<file path="src/common/csq_pkg.sv">
/*
 * Constants shared by the channel loss and mute control logic: register
 * offsets, field positions, reset values and the pre-emphasis decode.
 * Assumes a byte-addressed register port with 32-bit words.
 */
package csq_pkg;

   // ****************************************************************
   // Sizes
   // ****************************************************************
   localparam int CSQ_NCH = 12;
   localparam int CSQ_AW = 8;
   localparam int CSQ_DW = 32;
   localparam int CSQ_SWING_W = 2;
   localparam int CSQ_PRE_W = 3;
   localparam int CSQ_PRE_LO_NCH = 8;

   // ****************************************************************
   // Register offsets
   // ****************************************************************
   localparam logic [7:0] CSQ_OFF_CTRL = 8'h00;
   localparam logic [7:0] CSQ_OFF_MUTE_EN = 8'h04;
   localparam logic [7:0] CSQ_OFF_SWING = 8'h08;
   localparam logic [7:0] CSQ_OFF_PRE_LO = 8'h0c;
   localparam logic [7:0] CSQ_OFF_PRE_HI = 8'h10;
   localparam logic [7:0] CSQ_OFF_LOST_FLAG = 8'h14;
   localparam logic [7:0] CSQ_OFF_IRQ_MASK = 8'h18;
   localparam logic [7:0] CSQ_OFF_LIVE = 8'h1c;

   // ****************************************************************
   // Control register fields
   // ****************************************************************
   localparam int CSQ_CTRL_THR_LSB = 0;
   localparam int CSQ_CTRL_HYST = 2;
   localparam int CSQ_CTRL_POL_LOW = 3;
   localparam int CSQ_CTRL_DRAIN = 4;
   localparam int CSQ_CTRL_FORCE = 5;

   // ****************************************************************
   // Reset values
   // ****************************************************************
   localparam logic [1:0] CSQ_RST_THR = 2'h0;
   localparam logic CSQ_RST_BIT = 1'h0;
   localparam logic [11:0] CSQ_RST_MUTE_EN = 12'hfff;
   localparam logic [23:0] CSQ_RST_SWING = 24'h000000;
   localparam logic [35:0] CSQ_RST_PRE = 36'h000000000;
   localparam logic [11:0] CSQ_RST_MASK = 12'h000;
   localparam logic [2:0] CSQ_PRE_OFF = 3'h0;

   // Zero is the disabled code; every other code peaks harder
   function automatic logic csq_pre_on(input logic [2:0] code);
      return code != CSQ_PRE_OFF;
   endfunction : csq_pre_on

endpackage : csq_pkg

</file>
<file path="src/common/csq_chan_if.sv">
/*
 * Per-channel configuration and live loss state, carried from the
 * register block to the channel output and pad driver modules.
 * Assumes a single driver, the register block, on the cfg side.
 */
`timescale 1ns/1ps
interface csq_chan_if;
   logic [11:0] los_live;
   logic [11:0] mute_en;
   logic force_test;
   logic [23:0] swing;
   logic [35:0] pre;
   logic pol_low;
   logic drain_style;

   modport cfg (output los_live, mute_en, force_test, swing, pre, pol_low, drain_style);
   modport sink (input los_live, mute_en, force_test, swing, pre, pol_low, drain_style);
endinterface : csq_chan_if

</file>
<file path="src/rtl/csq_chan_out.sv">
/*
 * Channel output controls: mute gating, swing and pre-emphasis codes.
 * Assumes mclk domain inputs; outputs are registered for the analog stage.
 */
`timescale 1ns/1ps
module csq_chan_out (
   input wire logic mclk,
   input wire logic rst,
   csq_chan_if.sink ifc,
   output logic [11:0] chan_mute,
   output logic [23:0] output_swing_sel,
   output logic [11:0] preemph_en,
   output logic [35:0] preemph_level
);
   typedef struct packed {
      logic [11:0] mute;
      logic [23:0] swing;
      logic [11:0] pre_en;
      logic [35:0] pre;
   } csq_chan_st_t;

   csq_chan_st_t st_r, st_nxt;
   logic [11:0] mute_w;
   logic [11:0] pre_on_w;

   genvar i;
   generate
      for (i = 0; i < csq_pkg::CSQ_NCH; i++) begin : g_ch
         assign mute_w[i] = ifc.mute_en[i] & (ifc.los_live[i] | ifc.force_test);
         assign pre_on_w[i] = csq_pkg::csq_pre_on(ifc.pre[i*3 +: 3]);
      end
   endgenerate

   always_comb begin
      st_nxt = st_r;
      st_nxt.mute = mute_w;
      st_nxt.swing = ifc.swing;
      st_nxt.pre_en = pre_on_w;
      st_nxt.pre = ifc.pre;
   end

   always_ff @(posedge mclk or posedge rst) begin
      if (rst) begin
         st_r <= '{12'h000, csq_pkg::CSQ_RST_SWING, 12'h000, csq_pkg::CSQ_RST_PRE};
      end else begin
         st_r <= st_nxt;
      end
   end

   assign chan_mute = st_r.mute;
   assign output_swing_sel = st_r.swing;
   assign preemph_en = st_r.pre_en;
   assign preemph_level = st_r.pre;
endmodule : csq_chan_out

</file>
<file path="src/rtl/csq_pad_drv.sv">
/*
 * Detect and loss pad drivers with selectable polarity; drain style selectable on the detect pads only.
 * Assumes the pad ring resolves the wire level from output and enable.
 */
`timescale 1ns/1ps
module csq_pad_drv (
   input wire logic mclk,
   input wire logic rst,
   csq_chan_if.sink ifc,
   output logic [11:0] signal_detect_pad,
   output logic [11:0] signal_detect_pad_oe,
   output logic loss_pad,
   output logic loss_pad_oe
);
   typedef struct packed {
      logic [11:0] det_o;
      logic [11:0] det_oe;
      logic loss_o;
   } csq_pad_st_t;

   csq_pad_st_t st_r, st_nxt;
   logic [11:0] level_w;

   always_comb begin
      st_nxt = st_r;
      level_w = ~ifc.los_live ^ {12{ifc.pol_low}};
      // open drain only pulls toward zero
      if (ifc.drain_style) begin
         st_nxt.det_o = 12'h000;
         st_nxt.det_oe = ~level_w;
      end else begin
         st_nxt.det_o = level_w;
         st_nxt.det_oe = 12'hfff;
      end
      // loss pad follows the live condition
      st_nxt.loss_o = (|ifc.los_live) ^ ifc.pol_low;
   end

   always_ff @(posedge mclk or posedge rst) begin
      if (rst) begin
         st_r <= '{12'h000, 12'h000, 1'h0};
      end else begin
         st_r <= st_nxt;
      end
   end

   assign signal_detect_pad = st_r.det_o;
   assign signal_detect_pad_oe = st_r.det_oe;
   assign loss_pad = st_r.loss_o;
   assign loss_pad_oe = 1'b1;
endmodule : csq_pad_drv

</file>
<file path="src/rtl/csq_top.sv">
/*
 * Twelve-channel loss-of-signal and mute control with its register file.
 * Holds the registers, sticky loss flags and interrupt, and instantiates
 * the channel output and pad driver modules.
 * Assumes all inputs synchronous to mclk and a master that never overlaps
 * read and write strobes.
 */
// Overview of operation
// - Each of twelve channels has its own loss comparator input.
// - Two-bit threshold select and one hysteresis boost bit drive the detectors.
// - Loss on a channel drives the loss pad and sets its sticky flag.
// - The loss pad follows the live condition and drops on recovery.
// - Sticky flags stay set until software clears them by writing ones.
// - A control bit selects the active level of the detect and loss pads.
// - A control bit makes the detect pads open-drain instead of push-pull.
// - A muted channel with lost signal is forced to logic zero.
// - Each channel has a mute enable; clearing it stops the forcing.
// - A test bit forces all mute-enabled channels to zero.
// - Each channel has a two-bit output swing code.
// - Each channel has a three-bit pre-emphasis code, one code disabled.
`timescale 1ns/1ps
module csq_top (
   input wire logic mclk,
   input wire logic rst,
   input wire logic [7:0] reg_addr,
   input wire logic [31:0] reg_wdata,
   input wire logic reg_wr,
   input wire logic reg_rd,
   output logic [31:0] reg_rdata,
   input wire logic [11:0] los_cmp,
   output logic [1:0] los_threshold_sel,
   output logic los_hysteresis_boost,
   output logic [11:0] chan_mute,
   output logic [23:0] output_swing_sel,
   output logic [11:0] preemph_en,
   output logic [35:0] preemph_level,
   output logic [11:0] signal_detect_pad,
   output logic [11:0] signal_detect_pad_oe,
   output logic loss_pad,
   output logic loss_pad_oe,
   output logic irq
);

   // ****************************************************************
   // State
   // ****************************************************************
   typedef struct packed {
      logic [1:0] thr;
      logic hyst;
      logic pol_low;
      logic drain;
      logic force_test;
      logic [11:0] mute_en;
      logic [23:0] swing;
      logic [35:0] pre;
      logic [11:0] lost;
      logic [11:0] mask;
      logic [31:0] rdata;
      logic irq;
   } csq_top_st_t;

   csq_top_st_t st_r, st_nxt;
   logic [11:0] clr_w;
   logic [31:0] rd_val;

   csq_chan_if u_if ();

   // ****************************************************************
   // Address decode
   // ****************************************************************
   function automatic logic hit(input logic [7:0] addr, input logic [7:0] off);
      return addr == off;
   endfunction : hit

   // ****************************************************************
   // Read mux
   // ****************************************************************
   always_comb begin
      rd_val = 32'h00000000;
      case (reg_addr)
         csq_pkg::CSQ_OFF_CTRL: begin
            rd_val[csq_pkg::CSQ_CTRL_THR_LSB +: 2] = st_r.thr;
            rd_val[csq_pkg::CSQ_CTRL_HYST] = st_r.hyst;
            rd_val[csq_pkg::CSQ_CTRL_POL_LOW] = st_r.pol_low;
            rd_val[csq_pkg::CSQ_CTRL_DRAIN] = st_r.drain;
            rd_val[csq_pkg::CSQ_CTRL_FORCE] = st_r.force_test;
         end
         csq_pkg::CSQ_OFF_MUTE_EN: begin
            rd_val[11:0] = st_r.mute_en;
         end
         csq_pkg::CSQ_OFF_SWING: begin
            rd_val[23:0] = st_r.swing;
         end
         csq_pkg::CSQ_OFF_PRE_LO: begin
            rd_val[23:0] = st_r.pre[23:0];
         end
         csq_pkg::CSQ_OFF_PRE_HI: begin
            rd_val[11:0] = st_r.pre[35:24];
         end
         csq_pkg::CSQ_OFF_LOST_FLAG: begin
            rd_val[11:0] = st_r.lost;
         end
         csq_pkg::CSQ_OFF_IRQ_MASK: begin
            rd_val[11:0] = st_r.mask;
         end
         csq_pkg::CSQ_OFF_LIVE: begin
            rd_val[11:0] = los_cmp;
         end
         // Unmapped offsets read as zero
         default: begin
            rd_val = 32'h00000000;
         end
      endcase
   end

   // ****************************************************************
   // Next state
   // ****************************************************************
   always_comb begin
      st_nxt = st_r;
      clr_w = 12'h000;
      if (reg_wr) begin
         if (hit(reg_addr, csq_pkg::CSQ_OFF_CTRL)) begin
            st_nxt.thr = reg_wdata[csq_pkg::CSQ_CTRL_THR_LSB +: 2];
            st_nxt.hyst = reg_wdata[csq_pkg::CSQ_CTRL_HYST];
            st_nxt.pol_low = reg_wdata[csq_pkg::CSQ_CTRL_POL_LOW];
            st_nxt.drain = reg_wdata[csq_pkg::CSQ_CTRL_DRAIN];
            st_nxt.force_test = reg_wdata[csq_pkg::CSQ_CTRL_FORCE];
         end
         if (hit(reg_addr, csq_pkg::CSQ_OFF_MUTE_EN)) begin
            st_nxt.mute_en = reg_wdata[11:0];
         end
         // swing codes, two bits per channel
         if (hit(reg_addr, csq_pkg::CSQ_OFF_SWING)) begin
            st_nxt.swing = reg_wdata[23:0];
         end
         // pre-emphasis codes split over two words
         if (hit(reg_addr, csq_pkg::CSQ_OFF_PRE_LO)) begin
            st_nxt.pre[23:0] = reg_wdata[23:0];
         end
         if (hit(reg_addr, csq_pkg::CSQ_OFF_PRE_HI)) begin
            st_nxt.pre[35:24] = reg_wdata[11:0];
         end
         if (hit(reg_addr, csq_pkg::CSQ_OFF_LOST_FLAG)) begin
            clr_w = reg_wdata[11:0];
         end
         if (hit(reg_addr, csq_pkg::CSQ_OFF_IRQ_MASK)) begin
            st_nxt.mask = reg_wdata[11:0];
         end
      end
      // sticky set beats a same-cycle clear so no loss is missed
      st_nxt.lost = (st_r.lost & ~clr_w) | los_cmp;
      st_nxt.rdata = reg_rd ? rd_val : 32'h00000000;
      st_nxt.irq = |(st_r.lost & st_r.mask);
   end

   // ****************************************************************
   // Registers
   // ****************************************************************
   always_ff @(posedge mclk or posedge rst) begin
      if (rst) begin
         st_r.thr <= csq_pkg::CSQ_RST_THR;
         st_r.hyst <= csq_pkg::CSQ_RST_BIT;
         st_r.pol_low <= csq_pkg::CSQ_RST_BIT;
         st_r.drain <= csq_pkg::CSQ_RST_BIT;
         st_r.force_test <= csq_pkg::CSQ_RST_BIT;
         st_r.mute_en <= csq_pkg::CSQ_RST_MUTE_EN;
         st_r.swing <= csq_pkg::CSQ_RST_SWING;
         st_r.pre <= csq_pkg::CSQ_RST_PRE;
         st_r.lost <= 12'h000;
         st_r.mask <= csq_pkg::CSQ_RST_MASK;
         st_r.rdata <= 32'h00000000;
         st_r.irq <= 1'h0;
      end else begin
         st_r <= st_nxt;
      end
   end

   // ****************************************************************
   // Outputs and channel bundle
   // ****************************************************************
   assign reg_rdata = st_r.rdata;
   // controls handed to the analog detectors
   assign los_threshold_sel = st_r.thr;
   assign los_hysteresis_boost = st_r.hyst;
   assign irq = st_r.irq;

   assign u_if.los_live = los_cmp;
   assign u_if.mute_en = st_r.mute_en;
   assign u_if.force_test = st_r.force_test;
   assign u_if.swing = st_r.swing;
   assign u_if.pre = st_r.pre;
   assign u_if.pol_low = st_r.pol_low;
   assign u_if.drain_style = st_r.drain;

   csq_chan_out u_chan (
      .mclk(mclk),
      .rst(rst),
      .ifc(u_if.sink),
      .chan_mute(chan_mute),
      .output_swing_sel(output_swing_sel),
      .preemph_en(preemph_en),
      .preemph_level(preemph_level)
   );

   csq_pad_drv u_pad (
      .mclk(mclk),
      .rst(rst),
      .ifc(u_if.sink),
      .signal_detect_pad(signal_detect_pad),
      .signal_detect_pad_oe(signal_detect_pad_oe),
      .loss_pad(loss_pad),
      .loss_pad_oe(loss_pad_oe)
   );
endmodule : csq_top

</file>
<file path="config.mk">
export PLATFORM = sky130hd
export DESIGN_NAME = csq_top
export DESIGN_NICKNAME = d
export VERILOG_FILES = /design/src/common/csq_pkg.sv /design/src/common/csq_chan_if.sv /design/src/rtl/csq_chan_out.sv /design/src/rtl/csq_pad_drv.sv /design/src/rtl/csq_top.sv
export SDC_FILE = /design/constraint.sdc
export NUM_CORES = 1
export LEC_CHECK = 0
export BUFFER_PORTS_ARGS = -buffer_cell sky130_fd_sc_hd__buf_2
export CAP_MARGIN = 25
export CORE_MARGIN = 2
export CORE_UTILIZATION = 50
export DETAILED_ROUTE_END_ITERATION = 16
export PLACE_DENSITY = 0.74
export SYNTH_ARGS = -nofsm -noshare
export SYNTH_HDL_FRONTEND = slang
export SYNTH_SLANG_ARGS = --single-unit
</file>
<file path="constraint.sdc">
create_clock -name mclk -period 9.7 [get_ports mclk]
set_clock_uncertainty 0.15 [all_clocks]
set_input_delay 1.94 -clock mclk [delete_from_list [all_inputs] [get_ports mclk]]
set_output_delay 1.94 -clock mclk [all_outputs]
set_load 0.02 [all_outputs]
</file>
==> results of run 1 <==
-- cells by family after synthesis --
family,share of synthesized area
and+or+nand+nor,0.07127
other,0.0008226
xor gates and xnor gates,0.01247
muxes,0.1608
DFF,0.6485
buffers and inverters,0.04564
AOI/OAI and AO/OA,0.06057
-- worst max-delay path by stage --
| stage | end | depth (start not counted) | slack [ps] |
|---|---|---|---|
| global placement | u_if.mute_en[4] | 5 | 5210 |
| CTS | u_if.pre[24] | 5 | 5670 |
| finish | u_if.pre[24] | 5 | 5590 |
| global route | u_if.pre[35] | 5 | 5500 |
| floorplan | irq | 1 | 1160 |
| detailed placement | u_if.pre[28] | 5 | 5150 |
-- power groups by stage --
stage          clock network, mW  registers, mW  logic [mW]
2_1_floorplan                  0           1.10      0.0831
4_1_cts                    0.842           1.06       0.183
6_report                   0.826           1.06       0.183
3_3_place_gp                   0           1.07       0.178
5_1_grt                    0.878           1.06       0.198
3_5_place_dp                   0           1.08       0.182
-- cell usage in the layout (no fill, tap or decap), types with 13 or more instances in the layout --
master       n
a21oi_1     15
a21o_1      13
mux2_4      20
clkbuf_16   23
mux2_2      73
a22oi_1     17
buf_2      184
dfrtp_1    224
nor2b_1     15
nor2_1      21
nand2_1     19
-- layer usage --
metal  routed length (microns)  up-vias  global-route usage
li1                          -     2461                   -
met1                      8448     2876              0.2845
met2                     10640      245              0.3697
met3                      1481       33             0.04454
met4                       523        0             0.06592
met5                         0        -                   0
-- sequential cells by signal, indices dropped and copies added (netlist names), 24 cells and up --
| register | flops |
|---|---|
| reg_rdata | 24 |
| st_r | 24 |
| u_chan.output_swing_sel | 24 |
| u_chan.preemph_level | 36 |
| u_if.pre | 36 |
| u_if.swing | 24 |
-- layout make-up --
| type | count | area (sq um) |
|---|---|---|
| flip-flops and latches | 236 | 5921 |
| repair buffers | 189 | 998.5 |
| well taps | 229 | 286.5 |
| clock buffers | 31 | 635.6 |
| multi-input cells | 329 | 2819 |
| clock inverters | 10 | 67.56 |
| inverters | 3 | 18.77 |
| fillers | 1405 | 7212 |
| diodes | 2 | 5.005 |
-- critical path: stages --
cell     delay [ps]
buf_2           100
nor3_2          650
and3_1          420
nand3_1         680
mux2_2          530
-- metrics by stage --
step | hold slack, ps | std cells
after floorplan | 219.1 | 630
after global placement | 235.6 | 984
after detailed placement | 232.7 | 984
after CTS | 249.2 | 1025
after global routing | 266.1 | 1027
final | 249.0 | 1029
==> qor.csv, run 1 <==
metric,value,unit
status,"complete, no violations",
GRT overflow,0,
R2R Path End,reg_rdata[5],
die area,0.01936,sq mm
internal power,1.563,mW
Hold Crit Endpoint,u_chan.output_swing_sel[18],
dpl cell area,0.009988,sq mm
worst slack at placement,5149,ps
max-cap violations,0,
final setup TNS,0,ps
drt via density,5.457,
vias in the first global route,5829,
Crit Path Category,in2reg,
pin count of the biggest net entering global routing,147,
syn avg cell area,14.65,sq um
# DRC,0,
CTS HTree Levels,1,
post-route cell area,0.01075,sq mm
Site Rows,49,
TritonCTS clock tree,yes,
final setup violation count,0,
Root Buffer,clkbuf_16,
Die Wd,139.1,microns
proportion of layout cells with a drive suffix above 1,0.4499,
pwr/cell area,192.4,mW/mm^2
reg2reg start,u_if.force_test,
max-slew violation count,0,
initial core utilization,0.5083,
setup slack after layout,5586,ps
logic gate share of total power,0.089,
library cells used by synthesis,48,
Fin. Hold Viols,0,
cts repair resizes,0,
Post-synth top cells,"dfrtp_1 (224), mux2_2 (73), buf_4 (37)",
post-CTS setup buffer count,0,
"EDFF count, synth",0,
WP data arrival,4330,ps
worst relative slew slack,0.4154,
LEAKAGE,5.509,nW
YS warnings,0,
CTS sink count,236,
hold buffers post-CTS,0,
Main synth FF type,dfrtp_1,
"area leader, netlist",dfrtp_1,
crit share post-route,0.4241,
nature of the critical path startpoint,input port,
Slew @ Worst Pin,874.4,ps
register share of total power,0.512,
total power,2.069,mW
Post-Syn Instances,623,
Final HPWL DP,14270,microns
Num CTS Buffers,23,
VDD IR max,0.1809,mV
WL/cell,20.50,microns
"FFs w/ async S/R, synth",1.000,
Core ar.,0.01796,sq mm
I/O Buffers,184,
worst r2r path cells,3,
Final Wtd Congestion,0.8516,
crit path max fanout,14,
RSZ-0062 raised after global routing,false,
clock transition at the registers of the reported paths,70,ps
Final Util,0.5985,
IO Count,202,
first-pass GRT wire length,33110,microns
worst skew pair latency,500,ps
Psw,0.5054,mW
Hold Startpoint,u_if.swing[18],
f_max,243.1,MHz
antenna violations before repair,2,
Final nets,838,
Netlist Area Pre-Place,0.009130,sq mm
switching share of power,0.2443,
register area share after synthesis,0.6485,
Reg2Reg Setup Slack,8010,ps
Clock Power Share,0.399,
die height,139.1,microns
Final Routed Wirelength,21090,microns
clock buffer depth,3,
CP startpoint,reg_addr[5],
"count leader, synth",dfrtp_1,
Worst setup EP type,flip-flop,
Worst EP required,9920,ps
total number of vias,5615,
final antenna-violating net count,0,
minimum clock period,4114,ps
area grow syn2layout,17.76,%
Tot GR Track Use,0.2173,
hold path cells,0,
Yosys top cell area share,0.6140,
largest cells by area after synthesis,"dfrtp_1 (61%), mux2_2 (9.0%), dfstp_2 (3.5%)",
DRT iter0 DRCs,249,
Hold Path Class,reg2reg,
TritonRoute pass-1 iters,5,
Seq cells post-synth,236,
Note: power is estimated with default switching activity, not from simulation.
==> run 2: changes to the inputs <==
clock period = 4.1 ns   (was 9.7 ns; I/O delays follow)
==> qor.csv, run 2 (synthesis gave the netlist of run 1 again) <==
metric,value,unit
Worst path slowest cell,nor2_1,
most frequent cells in the layout,"dfrtp_1 (224), buf_2 (184), mux2_2 (73)",
minimum clock period,2591,ps
antenna violations before repair,1,
total number of vias,5607,
Fin. Hold Viols,0,
f_max,385.9,MHz
Final nets,842,
GRT overflow,0,
clock transition at the registers of the reported paths,60,ps
Final HPWL DP,14550,microns
CTS sink count,236,
I/O Buffers,184,
TritonCTS clock tree,yes,
pin count of the biggest net entering global routing,181,
"delay-heaviest family, CP",simple AND/OR/NAND/NOR gates,
status,"complete, no violations",
Slew @ Worst Pin,937.5,ps
RSZ-0062 raised after global routing,false,
Crit Path Category,in2reg,
WL/cell,20.31,microns
crit share post-route,0.6320,
nature of the critical path startpoint,input port,
Final Wtd Congestion,0.8589,
cts repair resizes,0,
CP Cell Sequence,buf_2 -> nor2_1 -> nand3_1 -> buf_4 -> mux2_2,
Num CTS Buffers,24,
Tot GR Track Use,0.2153,
Site Rows,49,
WP data arrival,2830,ps
die area,0.01936,sq mm
Buf/Inv on CP,2,
final antenna-violating net count,0,
TritonRoute pass-1 iters,4,
total power,5.140,mW
die height,139.1,microns
DRT iter0 DRCs,304,
Worst EP required,4340,ps
VDD IR max,0.3353,mV
CTS HTree Levels,1,
Die Wd,139.1,microns
area grow syn2layout,18.86,%
worst relative slew slack,0.3750,
crit path max fanout,26,
Final Routed Wirelength,21020,microns
first-pass GRT wire length,33020,microns
hold buffers post-CTS,0,
IO Count,202,
crit-path max cell delay,600,ps
Hold Path Class,in2async,
initial core utilization,0.5083,
final setup violation count,0,
# DRC,0,
Worst setup EP type,flip-flop,
final setup TNS,0,ps
Root Buffer,clkbuf_16,
LEAKAGE,5.574,nW
vias in the first global route,5949,
max-slew violation count,0,
Core ar.,0.01796,sq mm
worst skew pair latency,510,ps
max-cap violations,0,
clock buffer depth,3,
"most common cell after layout, fill and taps aside",dfrtp_1,
post-CTS setup buffer count,0,
proportion of layout cells with a drive suffix above 1,0.4552,
drt via density,5.417,
pwr/cell area,473.7,mW/mm^2
==> run 2: worst reg2reg max path: stages, from the launching register on <==
cell and delay [ps]:
dfrtp_1 630, mux4_2 550, mux2i_1 130, nor2_1 80
==> run 2: cell type report <==
type | instances | area (sq um)
multi-input cells | 329 | 2819
fillers | 1442 | 7112
diodes | 2 | 5.005
repair buffers | 192 | 993.5
flip-flops and latches | 236 | 5921
inverters | 3 | 15.01
clock buffers | 34 | 709.4
clock inverters | 10 | 102.6
well taps | 229 | 286.5
==> run 2: where the power goes <==
group          internal, mW  total (mW)  switching (mW)
Clock                  1.33        2.20           0.874
Combinational         0.161       0.429           0.269
Sequential             2.44        2.51          0.0665
==> run 2: stage by stage <==
stage | setup WS, ps | utilization | cell area, sq um | hold WS, ps | cells
global placement | 1034 | 0.5586 | 10030 | 237.3 | 989
CTS | 1521 | 0.6038 | 10850 | 19.32 | 1033
detailed placement | 989.5 | 0.5586 | 10030 | 238.1 | 989
finish | 1509 | 0.6041 | 10850 | 37.69 | 1035
floorplan | 47.92 | - | 9160 | 219.1 | 630
global route | 1418 | 0.6040 | 10850 | 22.31 | 1034
==> run 2: layer usage <==
| layer | wire, microns | GRT usage | share of wire | vias up |
|---|---|---|---|---|
| li1 | - | - | - | 2473 |
| met5 | 0 | 0 | 0 | - |
| met4 | 527 | 0.06486 | 0.025 | 0 |
| met3 | 1426 | 0.03488 | 0.068 | 32 |
| met2 | 10530 | 0.3656 | 0.50 | 213 |
| met1 | 8535 | 0.2887 | 0.41 | 2889 |
==> run 2: path summary, 6_finish.rpt <==
kind / startpoint / endpoint / slack, ps / cells after the start
min in group mclk: u_if.swing[0] / u_chan.output_swing_sel[0] / 260 / 0
min reg2reg: u_if.swing[0] / u_chan.output_swing_sel[0] / 260 / 0
min: rst / u_chan.output_swing_sel[20] / 40 / 2
max: reg_addr[3] / u_if.pre[24] / 1510 / 5
max in group asynchronous: rst / u_chan.preemph_level[3] / 2650 / 3
max reg2reg: u_if.force_test / reg_rdata[5] / 2410 / 3
